--- src/logic/capture_compare_timer_pkg.sv ---
// Constants, register map and carrier types of the capture/compare timer
package capture_compare_timer_pkg;

	// Register byte addresses, one aligned word each, data in bits 7:0
	localparam logic [7:0] CTRL_ONE_ADR   = 8'h00;
	localparam logic [7:0] CTRL_TWO_ADR   = 8'h04;
	localparam logic [7:0] FLAG_ADR       = 8'h08;
	localparam logic [7:0] CAP0_HI_ADR    = 8'h0C;
	localparam logic [7:0] CAP0_LO_ADR    = 8'h10;
	localparam logic [7:0] CAP1_HI_ADR    = 8'h14;
	localparam logic [7:0] CAP1_LO_ADR    = 8'h18;
	localparam logic [7:0] CMP0_HI_ADR    = 8'h1C;
	localparam logic [7:0] CMP0_LO_ADR    = 8'h20;
	localparam logic [7:0] CMP1_HI_ADR    = 8'h24;
	localparam logic [7:0] CMP1_LO_ADR    = 8'h28;
	localparam logic [7:0] COUNT_HI_ADR   = 8'h2C;
	localparam logic [7:0] COUNT_LO_ADR   = 8'h30;
	localparam logic [7:0] SHADOW_HI_ADR  = 8'h34;
	localparam logic [7:0] SHADOW_LO_ADR  = 8'h38;

	// ctrl_one fields
	localparam int C1_CAP_IE  = 7;
	localparam int C1_CMP_IE  = 6;
	localparam int C1_WRAP_IE = 5;
	localparam int C1_LVL1    = 3;
	localparam int C1_EDGE0   = 1;
	localparam int C1_LVL0    = 0;
	// ctrl_two fields
	localparam int C2_DRV1    = 7;
	localparam int C2_DRV0    = 6;
	localparam int C2_PWM     = 5;
	localparam int C2_OPM     = 4;
	localparam int C2_TS      = 2;
	localparam int C2_EDGE1   = 1;
	localparam int C2_EXTEDGE = 0;
	// flag_register fields
	localparam int F_CAP0 = 7;
	localparam int F_CMP0 = 6;
	localparam int F_WRAP = 5;
	localparam int F_CAP1 = 4;
	localparam int F_CMP1 = 3;

	// tick_select encodings
	localparam logic [1:0] TS_DIV4 = 2'h0;
	localparam logic [1:0] TS_DIV2 = 2'h1;
	localparam logic [1:0] TS_DIV8 = 2'h2;
	localparam logic [1:0] TS_EXT  = 2'h3;
	localparam logic [2:0] DIV2_LAST = 3'h1;
	localparam logic [2:0] DIV4_LAST = 3'h3;
	localparam logic [2:0] DIV8_LAST = 3'h7;

	// Reset and reload values
	localparam logic [15:0] COUNT_RELOAD = 16'hFFFC;
	localparam logic [15:0] COUNT_MAX    = 16'hFFFF;
	localparam logic [15:0] CMP_RESET    = 16'h8000;

	typedef struct packed {
		logic        cyc;
		logic        stb;
		logic        we;
		logic [7:0]  adr;
		logic [3:0]  sel;
		logic [31:0] dat;
	} wb_req_s;

	typedef struct packed {
		logic        ack;
		logic [31:0] dat;
	} wb_rsp_s;

	typedef struct packed {
		logic [15:0]      cnt;
		logic [2:0]       presc;
		logic [2:0]       sy0;
		logic [2:0]       sy1;
		logic [2:0]       prv;
		logic [7:0]       ctrl_one;
		logic [7:0]       ctrl_two;
		logic [1:0][15:0] cap;
		logic [1:0][15:0] cmp;
		logic             wrap_flag;
		logic [1:0]       cap_flag;
		logic [1:0]       cmp_flag;
		logic             arm_wrap;
		logic [1:0]       arm_cap;
		logic [1:0]       arm_cmp;
		logic [1:0]       cap_block;
		logic [1:0]       cmp_block;
		logic [7:0]       cnt_buf;
		logic             cnt_seq;
		logic [7:0]       sh_buf;
		logic             sh_seq;
		logic [1:0]       match_prv;
		logic [1:0]       pin;
		logic [1:0]       oe;
		logic             irq;
		wb_rsp_s          rsp;
	} state_s;

endpackage

--- src/logic/capture_compare_timer.sv ---
// Free-running 16-bit timer with two captures, two compares, Wishbone slave
//
// Design decisions made here: the register offsets and the Wishbone interface to the registers.
`timescale 1ns/1ns
`default_nettype none

// What this block does
// - Sixteen-bit free-running up-counter, high/low bytes
// - Low-byte write or reset loads FFFCh
// - Prescale CPU clock by two, four, eight
// - High-byte read buffers matching low byte
// - Buffered low byte holds until low read
// - Low read outside sequence returns live byte
// - Wrap FFFFh to 0000h sets wrap flag
// - Wrap interrupt needs enable and clear mask
// - Flag read then count low access clears
// - Shadow low accesses never clear wrap flag
// - Halt freezes count, reset restarts it
// - Tick select three picks external tick pin
// - Edge select picks external active transition
// - Capture edge copies counter into channel
// - Capture sets flag, maskable interrupt request
// - Flag read then capture low access clears
// - Capture high read blocks channel until low
// - Single-pulse or PWM: only second captures
// - Capture pin 1 always feeds capture logic; pin 0 only outside single-pulse or PWM
// - Compare match sets flag, drives pin
// - Compare registers software only, reset 8000h
// - Compare high write inhibits until low write
// - Divide-two matches equal, others plus one
module capture_compare_timer (
	// Clock and reset
	input  wire logic                                clk_i,
	input  wire logic                                rst_i,
	// Wishbone slave
	input  wire capture_compare_timer_pkg::wb_req_s  wb_req_i,
	output var  capture_compare_timer_pkg::wb_rsp_s  wb_rsp_o,
	// System controls
	input  wire logic                                halt_i,
	input  wire logic                                irq_mask_i,
	// Pins
	input  wire logic [1:0]                          capture_pin_i,
	input  wire logic                                ext_tick_pin_i,
	output logic      [1:0]                          compare_pin_o,
	output logic      [1:0]                          compare_pin_oe_o,
	// Interrupt
	output logic                                     timer_irq_o
);

	////////////////////////////////////////////////////////////////////////
	// Helpers

	function automatic logic at(input logic [7:0] a, input logic [7:0] o);
		return a == o;
	endfunction

	function automatic logic [7:0] cap_lo_adr(input int i);
		logic [7:0] r;
		if (i == 0) begin
			r = capture_compare_timer_pkg::CAP0_LO_ADR;
		end else begin
			r = capture_compare_timer_pkg::CAP1_LO_ADR;
		end
		return r;
	endfunction

	function automatic logic [7:0] cap_hi_adr(input int i);
		logic [7:0] r;
		if (i == 0) begin
			r = capture_compare_timer_pkg::CAP0_HI_ADR;
		end else begin
			r = capture_compare_timer_pkg::CAP1_HI_ADR;
		end
		return r;
	endfunction

	function automatic logic [7:0] cmp_lo_adr(input int i);
		logic [7:0] r;
		if (i == 0) begin
			r = capture_compare_timer_pkg::CMP0_LO_ADR;
		end else begin
			r = capture_compare_timer_pkg::CMP1_LO_ADR;
		end
		return r;
	endfunction

	function automatic logic [7:0] cmp_hi_adr(input int i);
		logic [7:0] r;
		if (i == 0) begin
			r = capture_compare_timer_pkg::CMP0_HI_ADR;
		end else begin
			r = capture_compare_timer_pkg::CMP1_HI_ADR;
		end
		return r;
	endfunction

	// Channel 0 keeps its edge select in ctrl_one, channel 1 in ctrl_two
	function automatic logic cap_rise_sel(input capture_compare_timer_pkg::state_s s, input int i);
		logic r;
		if (i == 0) begin
			r = s.ctrl_one[capture_compare_timer_pkg::C1_EDGE0];
		end else begin
			r = s.ctrl_two[capture_compare_timer_pkg::C2_EDGE1];
		end
		return r;
	endfunction

	// Level driven onto a compare pin after its match
	function automatic logic cmp_level(input capture_compare_timer_pkg::state_s s, input int i);
		logic r;
		if (i == 0) begin
			r = s.ctrl_one[capture_compare_timer_pkg::C1_LVL0];
		end else begin
			r = s.ctrl_one[capture_compare_timer_pkg::C1_LVL1];
		end
		return r;
	endfunction

	////////////////////////////////////////////////////////////////////////
	// State

	capture_compare_timer_pkg::state_s s_reg;
	capture_compare_timer_pkg::state_s s_next;

	always_comb begin
		logic       acc;
		logic       rd;
		logic       wr;
		logic [7:0] a;
		logic [7:0] wd;
		logic [7:0] rdat;
		logic [2:0] rise;
		logic [2:0] fall;
		logic       tick;
		logic       ext_edge;
		logic       div2;
		logic       cap_edge;
		logic       cond;
		logic [2:0] last;
		logic [1:0] ts;
		logic       wrap_req;
		logic       cap_req;
		logic       cmp_req;
		acc      = 1'b0;
		rd       = 1'b0;
		wr       = 1'b0;
		a        = 8'h00;
		wd       = 8'h00;
		rdat     = 8'h00;
		rise     = 3'h0;
		fall     = 3'h0;
		tick     = 1'b0;
		ext_edge = 1'b0;
		div2     = 1'b0;
		cap_edge = 1'b0;
		cond     = 1'b0;
		last     = 3'h0;
		ts       = 2'h0;
		wrap_req = 1'b0;
		cap_req  = 1'b0;
		cmp_req  = 1'b0;
		s_next   = s_reg;

		// One access per request; ack drops the cycle after it was given
		acc = wb_req_i.cyc & wb_req_i.stb & ~s_reg.rsp.ack;
		rd  = acc & ~wb_req_i.we;
		wr  = acc & wb_req_i.we & wb_req_i.sel[0];
		a   = wb_req_i.adr;
		wd  = wb_req_i.dat[7:0];
		s_next.rsp.ack = acc;

		// Pins cross two flops; third stage only feeds edge detection
		s_next.sy0 = {ext_tick_pin_i, capture_pin_i};
		s_next.sy1 = s_reg.sy0;
		s_next.prv = s_reg.sy1;
		rise = s_reg.sy1 & ~s_reg.prv;
		fall = ~s_reg.sy1 & s_reg.prv;

		////////////////////////////////////////////////////////////////////
		// Tick generation

		ts   = s_reg.ctrl_two[capture_compare_timer_pkg::C2_TS +: 2];
		div2 = (ts == capture_compare_timer_pkg::TS_DIV2);
		if (ts == capture_compare_timer_pkg::TS_DIV2) begin
			last = capture_compare_timer_pkg::DIV2_LAST;
		end else if (ts == capture_compare_timer_pkg::TS_DIV8) begin
			last = capture_compare_timer_pkg::DIV8_LAST;
		end else begin
			last = capture_compare_timer_pkg::DIV4_LAST;
		end
		// Sampled on the rising edge; an edge pair closer than one clock may merge
		ext_edge = s_reg.ctrl_two[capture_compare_timer_pkg::C2_EXTEDGE] ? rise[2] : fall[2];
		if (!halt_i) begin
			if (ts == capture_compare_timer_pkg::TS_EXT) begin
				tick = ext_edge;
			end else if (s_reg.presc == last) begin
				tick = 1'b1;
				s_next.presc = 3'h0;
			end else begin
				s_next.presc = s_reg.presc + 3'h1;
			end
		end

		////////////////////////////////////////////////////////////////////
		// Register reads

		if (rd) begin
			if (at(a, capture_compare_timer_pkg::CTRL_ONE_ADR)) begin
				rdat = s_reg.ctrl_one;
			end else if (at(a, capture_compare_timer_pkg::CTRL_TWO_ADR)) begin
				rdat = s_reg.ctrl_two;
			end else if (at(a, capture_compare_timer_pkg::FLAG_ADR)) begin
				rdat[capture_compare_timer_pkg::F_CAP0] = s_reg.cap_flag[0];
				rdat[capture_compare_timer_pkg::F_CMP0] = s_reg.cmp_flag[0];
				rdat[capture_compare_timer_pkg::F_WRAP] = s_reg.wrap_flag;
				rdat[capture_compare_timer_pkg::F_CAP1] = s_reg.cap_flag[1];
				rdat[capture_compare_timer_pkg::F_CMP1] = s_reg.cmp_flag[1];
				// First step of every flag clear
				s_next.arm_wrap = s_reg.wrap_flag;
				s_next.arm_cap  = s_reg.cap_flag;
				s_next.arm_cmp  = s_reg.cmp_flag;
			end else if (at(a, capture_compare_timer_pkg::CAP0_HI_ADR)) begin
				rdat = s_reg.cap[0][15:8];
			end else if (at(a, capture_compare_timer_pkg::CAP0_LO_ADR)) begin
				rdat = s_reg.cap[0][7:0];
			end else if (at(a, capture_compare_timer_pkg::CAP1_HI_ADR)) begin
				rdat = s_reg.cap[1][15:8];
			end else if (at(a, capture_compare_timer_pkg::CAP1_LO_ADR)) begin
				rdat = s_reg.cap[1][7:0];
			end else if (at(a, capture_compare_timer_pkg::CMP0_HI_ADR)) begin
				rdat = s_reg.cmp[0][15:8];
			end else if (at(a, capture_compare_timer_pkg::CMP0_LO_ADR)) begin
				rdat = s_reg.cmp[0][7:0];
			end else if (at(a, capture_compare_timer_pkg::CMP1_HI_ADR)) begin
				rdat = s_reg.cmp[1][15:8];
			end else if (at(a, capture_compare_timer_pkg::CMP1_LO_ADR)) begin
				rdat = s_reg.cmp[1][7:0];
			end else if (at(a, capture_compare_timer_pkg::COUNT_HI_ADR)) begin
				rdat = s_reg.cnt[15:8];
				if (!s_reg.cnt_seq) begin
					s_next.cnt_buf = s_reg.cnt[7:0];
				end
				s_next.cnt_seq = 1'b1;
			end else if (at(a, capture_compare_timer_pkg::COUNT_LO_ADR)) begin
				rdat = s_reg.cnt_seq ? s_reg.cnt_buf : s_reg.cnt[7:0];
				s_next.cnt_seq = 1'b0;
			end else if (at(a, capture_compare_timer_pkg::SHADOW_HI_ADR)) begin
				rdat = s_reg.cnt[15:8];
				if (!s_reg.sh_seq) begin
					s_next.sh_buf = s_reg.cnt[7:0];
				end
				s_next.sh_seq = 1'b1;
			end else if (at(a, capture_compare_timer_pkg::SHADOW_LO_ADR)) begin
				rdat = s_reg.sh_seq ? s_reg.sh_buf : s_reg.cnt[7:0];
				s_next.sh_seq = 1'b0;
			end else begin
				rdat = 8'h00;
			end
		end
		s_next.rsp.dat = {24'h000000, rdat};

		////////////////////////////////////////////////////////////////////
		// Register writes

		if (wr) begin
			if (at(a, capture_compare_timer_pkg::CTRL_ONE_ADR)) begin
				s_next.ctrl_one = wd;
			end else if (at(a, capture_compare_timer_pkg::CTRL_TWO_ADR)) begin
				s_next.ctrl_two = wd;
			end
		end

		////////////////////////////////////////////////////////////////////
		// Counter and wrap flag

		// Clear precedes set so a wrap in the clearing cycle survives
		if (acc && at(a, capture_compare_timer_pkg::COUNT_LO_ADR)) begin
			if (s_reg.arm_wrap) begin
				s_next.wrap_flag = 1'b0;
			end
			s_next.arm_wrap = 1'b0;
		end
		if (wr && (at(a, capture_compare_timer_pkg::COUNT_LO_ADR) ||
		    at(a, capture_compare_timer_pkg::SHADOW_LO_ADR))) begin
			s_next.cnt   = capture_compare_timer_pkg::COUNT_RELOAD;
			s_next.presc = 3'h0;
		end else if (tick) begin
			s_next.cnt = s_reg.cnt + 16'h0001;
			if (s_reg.cnt == capture_compare_timer_pkg::COUNT_MAX) begin
				s_next.wrap_flag = 1'b1;
			end
		end

		////////////////////////////////////////////////////////////////////
		// Capture and compare channels

		for (int i = 0; i < 2; i++) begin
			// Capture low access completes the clear; a capture low read reopens the channel
			if (acc && at(a, cap_lo_adr(i))) begin
				if (s_reg.arm_cap[i]) begin
					s_next.cap_flag[i] = 1'b0;
				end
				s_next.arm_cap[i] = 1'b0;
				if (rd) begin
					s_next.cap_block[i] = 1'b0;
				end
			end
			if (rd && at(a, cap_hi_adr(i))) begin
				s_next.cap_block[i] = 1'b1;
			end
			cap_edge = cap_rise_sel(s_reg, i) ? rise[i] : fall[i];
			if (i == 0 && (s_reg.ctrl_two[capture_compare_timer_pkg::C2_OPM] ||
			    s_reg.ctrl_two[capture_compare_timer_pkg::C2_PWM])) begin
				cap_edge = 1'b0;
			end
			if (cap_edge && !s_reg.cap_block[i] && !(rd && at(a, cap_hi_adr(i)))) begin
				s_next.cap[i]      = s_reg.cnt;
				s_next.cap_flag[i] = 1'b1;
			end

			// Compare value: software only, high write inhibits
			if (acc && at(a, cmp_lo_adr(i))) begin
				if (s_reg.arm_cmp[i]) begin
					s_next.cmp_flag[i] = 1'b0;
				end
				s_next.arm_cmp[i] = 1'b0;
			end
			if (wr && at(a, cmp_hi_adr(i))) begin
				s_next.cmp[i][15:8]  = wd;
				s_next.cmp_block[i] = 1'b1;
			end
			if (wr && at(a, cmp_lo_adr(i))) begin
				s_next.cmp[i][7:0]  = wd;
				s_next.cmp_block[i] = 1'b0;
			end
			// Slower ticks resolve one count late, hence the plus one
			cond = div2 ? (s_reg.cnt == s_reg.cmp[i]) :
			       (s_reg.cnt == s_reg.cmp[i] + 16'h0001);
			cond = cond & ~s_reg.cmp_block[i];
			s_next.match_prv[i] = cond;
			if (cond && !s_reg.match_prv[i]) begin
				s_next.cmp_flag[i] = 1'b1;
				if (s_reg.oe[i]) begin
					s_next.pin[i] = cmp_level(s_reg, i);
				end
			end
		end
		s_next.oe[0] = s_reg.ctrl_two[capture_compare_timer_pkg::C2_DRV0];
		s_next.oe[1] = s_reg.ctrl_two[capture_compare_timer_pkg::C2_DRV1];

		////////////////////////////////////////////////////////////////////
		// Interrupt: pending flags wait for enable and open mask

		// Flags stay set while masked, so a request fires once the mask opens
		wrap_req   = s_reg.wrap_flag & s_reg.ctrl_one[capture_compare_timer_pkg::C1_WRAP_IE];
		cap_req    = (|s_reg.cap_flag) & s_reg.ctrl_one[capture_compare_timer_pkg::C1_CAP_IE];
		cmp_req    = (|s_reg.cmp_flag) & s_reg.ctrl_one[capture_compare_timer_pkg::C1_CMP_IE];
		s_next.irq = ~irq_mask_i & (wrap_req | cap_req | cmp_req);

		if (rst_i) begin
			s_next        = '0;
			s_next.cnt    = capture_compare_timer_pkg::COUNT_RELOAD;
			s_next.cmp[0] = capture_compare_timer_pkg::CMP_RESET;
			s_next.cmp[1] = capture_compare_timer_pkg::CMP_RESET;
		end
	end

	always_ff @(posedge clk_i) begin
		s_reg <= s_next;
	end

	////////////////////////////////////////////////////////////////////////
	// Outputs

	assign wb_rsp_o         = s_reg.rsp;
	assign compare_pin_o    = s_reg.pin;
	assign compare_pin_oe_o = s_reg.oe;
	assign timer_irq_o      = s_reg.irq;

endmodule

`default_nettype wire

--- config.mk ---
export PLATFORM = sky130hd
export DESIGN_NAME = capture_compare_timer
export DESIGN_NICKNAME = d
export VERILOG_FILES = /design/src/logic/capture_compare_timer_pkg.sv /design/src/logic/capture_compare_timer.sv
export SDC_FILE = /design/constraint.sdc
export NUM_CORES = 1
export LEC_CHECK = 0
export BUFFER_PORTS_ARGS = -buffer_cell sky130_fd_sc_hd__buf_2
export CAP_MARGIN = 20
export CORE_UTILIZATION = 38
export CTS_BUF_LIST = sky130_fd_sc_hd__clkbuf_4 sky130_fd_sc_hd__clkbuf_8
export DETAILED_ROUTE_END_ITERATION = 10
export SLEW_MARGIN = 5
export SYNTH_ARGS = -nofsm -noshare
export SYNTH_HDL_FRONTEND = slang
export SYNTH_SLANG_ARGS = --single-unit
--- constraint.sdc ---
create_clock -name clk_i -period 3.1 [get_ports clk_i]
set_input_delay 0.31 -clock clk_i [delete_from_list [all_inputs] [get_ports clk_i]]
set_output_delay 0.31 -clock clk_i [all_outputs]
set_load 0.02 [all_outputs]
-- Word-level counts from Yosys, hierarchy flattened
Cells that the tools add are included.
- add/sub/neg operators: 4
- equal/unequal tests: 23
- mux-type cells: 56
- bitwise logic cells: 38
- reductions and logical operators: 68
- operators with widths (operator ; number):
    $mux 8 ; 16
    $eq 16x16->1 ; 4
    $eq 8x6->1 const B ; 7
    $add 16x1->16 const B ; 3
    $mux 1 ; 35
    $eq 8x5->1 const B ; 4
    $reduce_and 15->1 ; 2
    $reduce_bool 2->1 ; 14
    $reduce_and 13->1 ; 2
    $reduce_or 2->1 ; 11
    $not 1->1 ; 21
    $reduce_and 2->1 ; 10
    $logic_and 1x1->1 ; 18
    $eq 16x16->1 const B ; 1
    $eq 8x4->1 const B ; 2
    $mux 3 ; 4
    $and 1x1->1 ; 11
    $eq 8x3->1 const B ; 1
    $logic_not 8->1 ; 1
    $and 3x3->3 ; 2
    $logic_not 1->1 ; 6
    $not 3->3 ; 2
    $mux 5 ; 1
    $eq 2x2->1 const B ; 2
    other kinds (7) ; 9
- register bits after elaboration: 180
- bits of input ports: 54
- output and inout bits: 38
- logic and storage cells: 228

-- Depth between registers and ports, before layout
- word-level depth: 16
- mapped depth: 10
- gate-level depth less buffers: 8

-- Least setup slack after synthesis
No wires, ideal clock.
- kind: register to register
- from: register s_reg[174] (netlist bit)
- to: register s_reg (netlist bit compare_pin_o[0])
- library setup time: 70 ps
- arrival: 2381 ps
- data required time: 3030 ps
- setup slack: 649 ps
- stages on the path, launching flop included: 9
- path buffers: 1
- period minus slack after synthesis: 2451 ps
- path through: dfxtp_1 > clkbuf_1 > xor3_1 > o22ai_1 > a21oi_1 > o41a_1 > a31o_1 > or4_1 > a21oi_1
- word-level cells in the longest chain between the ends: 5
- elaborated cells between the ends (all ways): 6
- those cells by class: 2 x eq/ne; 1 x mux; 1 x bitwise; 2 x reduce/logical
- RTL lines (item ; line ; source):
    start: declaration ; capture_compare_timer.sv:122 ; capture_compare_timer_pkg::state_s s_reg;
    start signal: assignment ; capture_compare_timer.sv:369 ; s_reg <= s_next;
    $eq 16x16->1, on equally long branches ; capture_compare_timer.sv:338, capture_compare_timer.sv:337 ;
    $mux 1 * ; capture_compare_timer.sv:337 ; cond = div2 ? (s_reg.cnt == s_reg.cmp[i]) :
    $and 1x1->1 * ; capture_compare_timer.sv:339 ; cond = cond & ~s_reg.cmp_block[i];
    $logic_and 1x1->1 * ; capture_compare_timer.sv:341 ; if (cond && !s_reg.match_prv[i]) begin
    $reduce_and 2->1 (no source line) * ; -- ;
Every way passes the cells marked *; elsewhere a longest branch is shown, timed or not.
A chain may end at the register's enable or synchronous reset.

-- Final worst setup path
- from: register s_reg[139] (netlist bit)
- to: register s_reg (netlist bit compare_pin_o[0])
- word-level cells in the longest chain between the ends: 5
- RTL lines (item ; line ; source):
    $eq 2x1->1 ; capture_compare_timer.sv:183 ; div2 = (ts == capture_compare_timer_pkg::TS_DIV2);
    $mux 1 ; capture_compare_timer.sv:337 ;
    $and 1x1->1 ; capture_compare_timer.sv:339 ;
    $logic_and 1x1->1 ; capture_compare_timer.sv:341 ;
    $reduce_and 2->1 (no source line) ; -- ;
Every way passes these cells.

==> metrics.md <==
| Metric | Value |
|---|---|
| Worst EP required | 3.50 ns |
| Worst slew pin tran | 0.8815 ns |
| First-pass GRT wire length | 43.39 mm |
| CP startpoint kind | register |
| Synth top area cells | dfxtp_1 36%, mux2i_1 8.0%, nand2_1 6.6%, a21oi_1 4.8%, nor2_1 4.8% |
| Total GRT Usage | 24.38% |
| Register bit total from synthesis | 156 |
| Ys flop type | dfxtp_1 |
| Tmin final | 2.748 ns |
| Setup Viol. Count Final | 0 |
| Count leader, synth | dfxtp_1 |
| Synth-to-Final Area Change | 10.73% |
| CP max FO | 8 |
| Pin count of the biggest net entering global routing | 99 |
| Sink Count | 156 |
| Relative slew slack | 41.15% |
| Core area | 21960 um2 |
| Die X | 152.3 um |
| Dpl hpwl | 20.78 mm |
| Chip height | 152.3 um |
| Initial antenna violation count | 0 |
| Setup Skew | 0.01235 ns |
| Layout cells sized above 1 | 12.22% |
| Die ar. | 23200 um2 |
| Routed wire length | 27.84 mm |
| Leak | 3.728 nW |
| Number of global-route vias before repair | 7298 |
| Initial cell density of the core | 39.10% |
| Fin. max-slew vios | 0 |
| RSZ-0062 raised after global routing | false |
| Row count | 54 |
| Max reg flops | 142 |
| Yosys top cell area share | 36.37% |
| Setup Fix Bufs, Post-CTS | 0 |
| Initial drt markers | 831 |
| Boundary Pins | 92 |
| Number of flops mapped to enable cells by yosys | 0 |
| Status | finished, violations left |
| Unique masters post-synth | 74 |
| Fin Setup TNS | 0 ns |
| Synthesized area | 8586 um2 |
| CTS root buffer | clkbuf_8 |
| Worst skew pair latency | 0.47 ns |
| Pwr Density | 417.3 nW/um2 |
| First drt pass iteration count | 10 |
| CTS tree | built |
| ANT nets after route | 0 |
| GPL Wtd Cong | 0.9629 |
| Clk slew on worst S/H paths | 0.08 ns |
| Post-synthesis cell count | 1073 |
| Final period util | 88.64% |
| Hold Vio Cnt, Final | 0 |
| Final instance area | 9507 um2 |
| Syn Area/Cell | 8.002 um2 |
| Yosys Warn Count | 0 |
| Commonest cells in the netlist | 156 x dfxtp_1, 151 x nand2_1, 109 x nor2_1, 83 x a21oi_1, 69 x mux2i_1 |
| Hold slack | 0.05613 ns |
| Post-layout util | 43.29% |
| Total Nets Final | 1159 |
| Max VDD drop | 0.2067 mV |
| Max Buffers Root-to-Sink | 2 |
| N_diodes | 0 |
| Arrival time at the worst endpoint | 3.15 ns |
| DRC Markers | 6 |
| Min-delay worst type | in -> reg |
| Failing checks | DRC |
| Max Clk Rate | 0.3639 GHz |
| Setup crit end kind | register |
| Crit Path Class | reg -> reg |
| Async S/R FF share, synth | 0% |
| Largest area contributor in the netlist | dfxtp_1 |
| MaxCap Viol Count | 0 |
| Sequential share of the synthesized area | 36.37% |
| Drt wl/cell | 19.99 um |
| CTS H-tree depth | 4 |
| Final Power | 0.003967 W |
| Placed inst area | 9065 um2 |
| Vias/cell | 5.702 |
| Gr ovfl total | 0 |
| Routed via count | 7943 |
| Cts bufs inserted | 17 |
| Port bufs | 40 |
-- layout make-up --
cell class                 instances  area, um2
clock buffer                      18      241.5
clock inverter                    13      190.2
fill                            2202      12450
inverter                          14      52.55
multi-input combinational        819       4921
sequential                       156       3123
tap                              280      350.3
timing repair buffer              93      628.1
-- final timing paths --
| path | from | end | slack [ns] | cells after the start |
|---|---|---|---|---|
| setup / recovery | s_reg[139] | compare_pin_o[0] | 0.35 | 7 |
| hold / removal | capture_pin_i[1] | s_reg[159] | 0.06 | 2 |
| setup reg to reg | s_reg[139] | compare_pin_o[0] | 0.35 | 7 |
| hold reg to reg | s_reg[158] | s_reg[155] | 0.44 | 1 |
-- cells in the final DEF, fill, tap and decap left out, drive strengths merged, types with 10 or more instances in the layout --
| master | Yosys | layout |
|---|---|---|
| a211oi | 13 | 13 |
| a21oi | 83 | 83 |
| a22oi | 10 | 10 |
| a31oi | 12 | 12 |
| and3 | 14 | 14 |
| buf | 55 | 92 |
| clkbuf | 52 | 18 |
| conb | 1 | 24 |
| dfxtp | 156 | 156 |
| inv | 14 | 18 |
| mux2i | 69 | 69 |
| nand2 | 152 | 152 |
| nand2b | 12 | 12 |
| nand3 | 34 | 34 |
| nand4 | 13 | 13 |
| nor2 | 110 | 110 |
| nor2b | 19 | 19 |
| nor3 | 19 | 19 |
| nor4 | 15 | 15 |
| o21ai | 28 | 28 |
| o22ai | 12 | 12 |
| xnor2 | 40 | 40 |
| xor2 | 14 | 14 |
-- critical path, cell delays in order, from the launching register on --
cell and delay (ns):
dfxtp_1 0.48, nand2b_1 0.34, and3_1 0.39, nand2_2 0.09, or4_4 0.55, a311o_1 0.29
or4_1 0.40, a21oi_1 0.14
-- timing repair --
item / 4_1_cts / 5_1_grt
gates resized for setup: 0 / 0
hold endpoints to repair: 1 / 0
hold buffers: 1 / 0
-- metrics by stage --
stage	setup slack, ns	std cells
floorplan	0.6489	1096
global placement	0.3719	1361
detailed placement	0.3734	1361
CTS	0.3594	1393
global route	0.1544	1393
finish	0.3523	1393
-- kinds of logic after synthesis --
group	Yosys count	share of synthesized area [%]
AO/OA/AOI/OAI	220	16.48
XOR/XNOR	55	5.786
adder cells (fa/ha/maj)	4	0.5829
buffers and inverters	121	7.316
flip-flops	156	36.37
multiplexers	70	8.175
other	1	0.04368
AND/OR/NAND/NOR	446	25.24
-- per-layer routing --
metal  GRT usage (%)  part of all wire, %  vias to the layer above
li1                -                    -                     3816
met5               0                    0                        -
met1           32.66                   44                     3731
met3           3.697                  6.6                       64
met4           12.49                  4.3                        0
met2           38.03                   45                      332
-- power breakdown --
| group | internal (W) | switching [W] |
|---|---|---|
| sequential | 0.00202 | 0.0000151 |
| clock | 0.000892 | 0.000812 |
| combinational | 0.0000690 | 0.000155 |
| total | 0.00298 | 0.000982 |
Power figures use the tool's default switching activity.
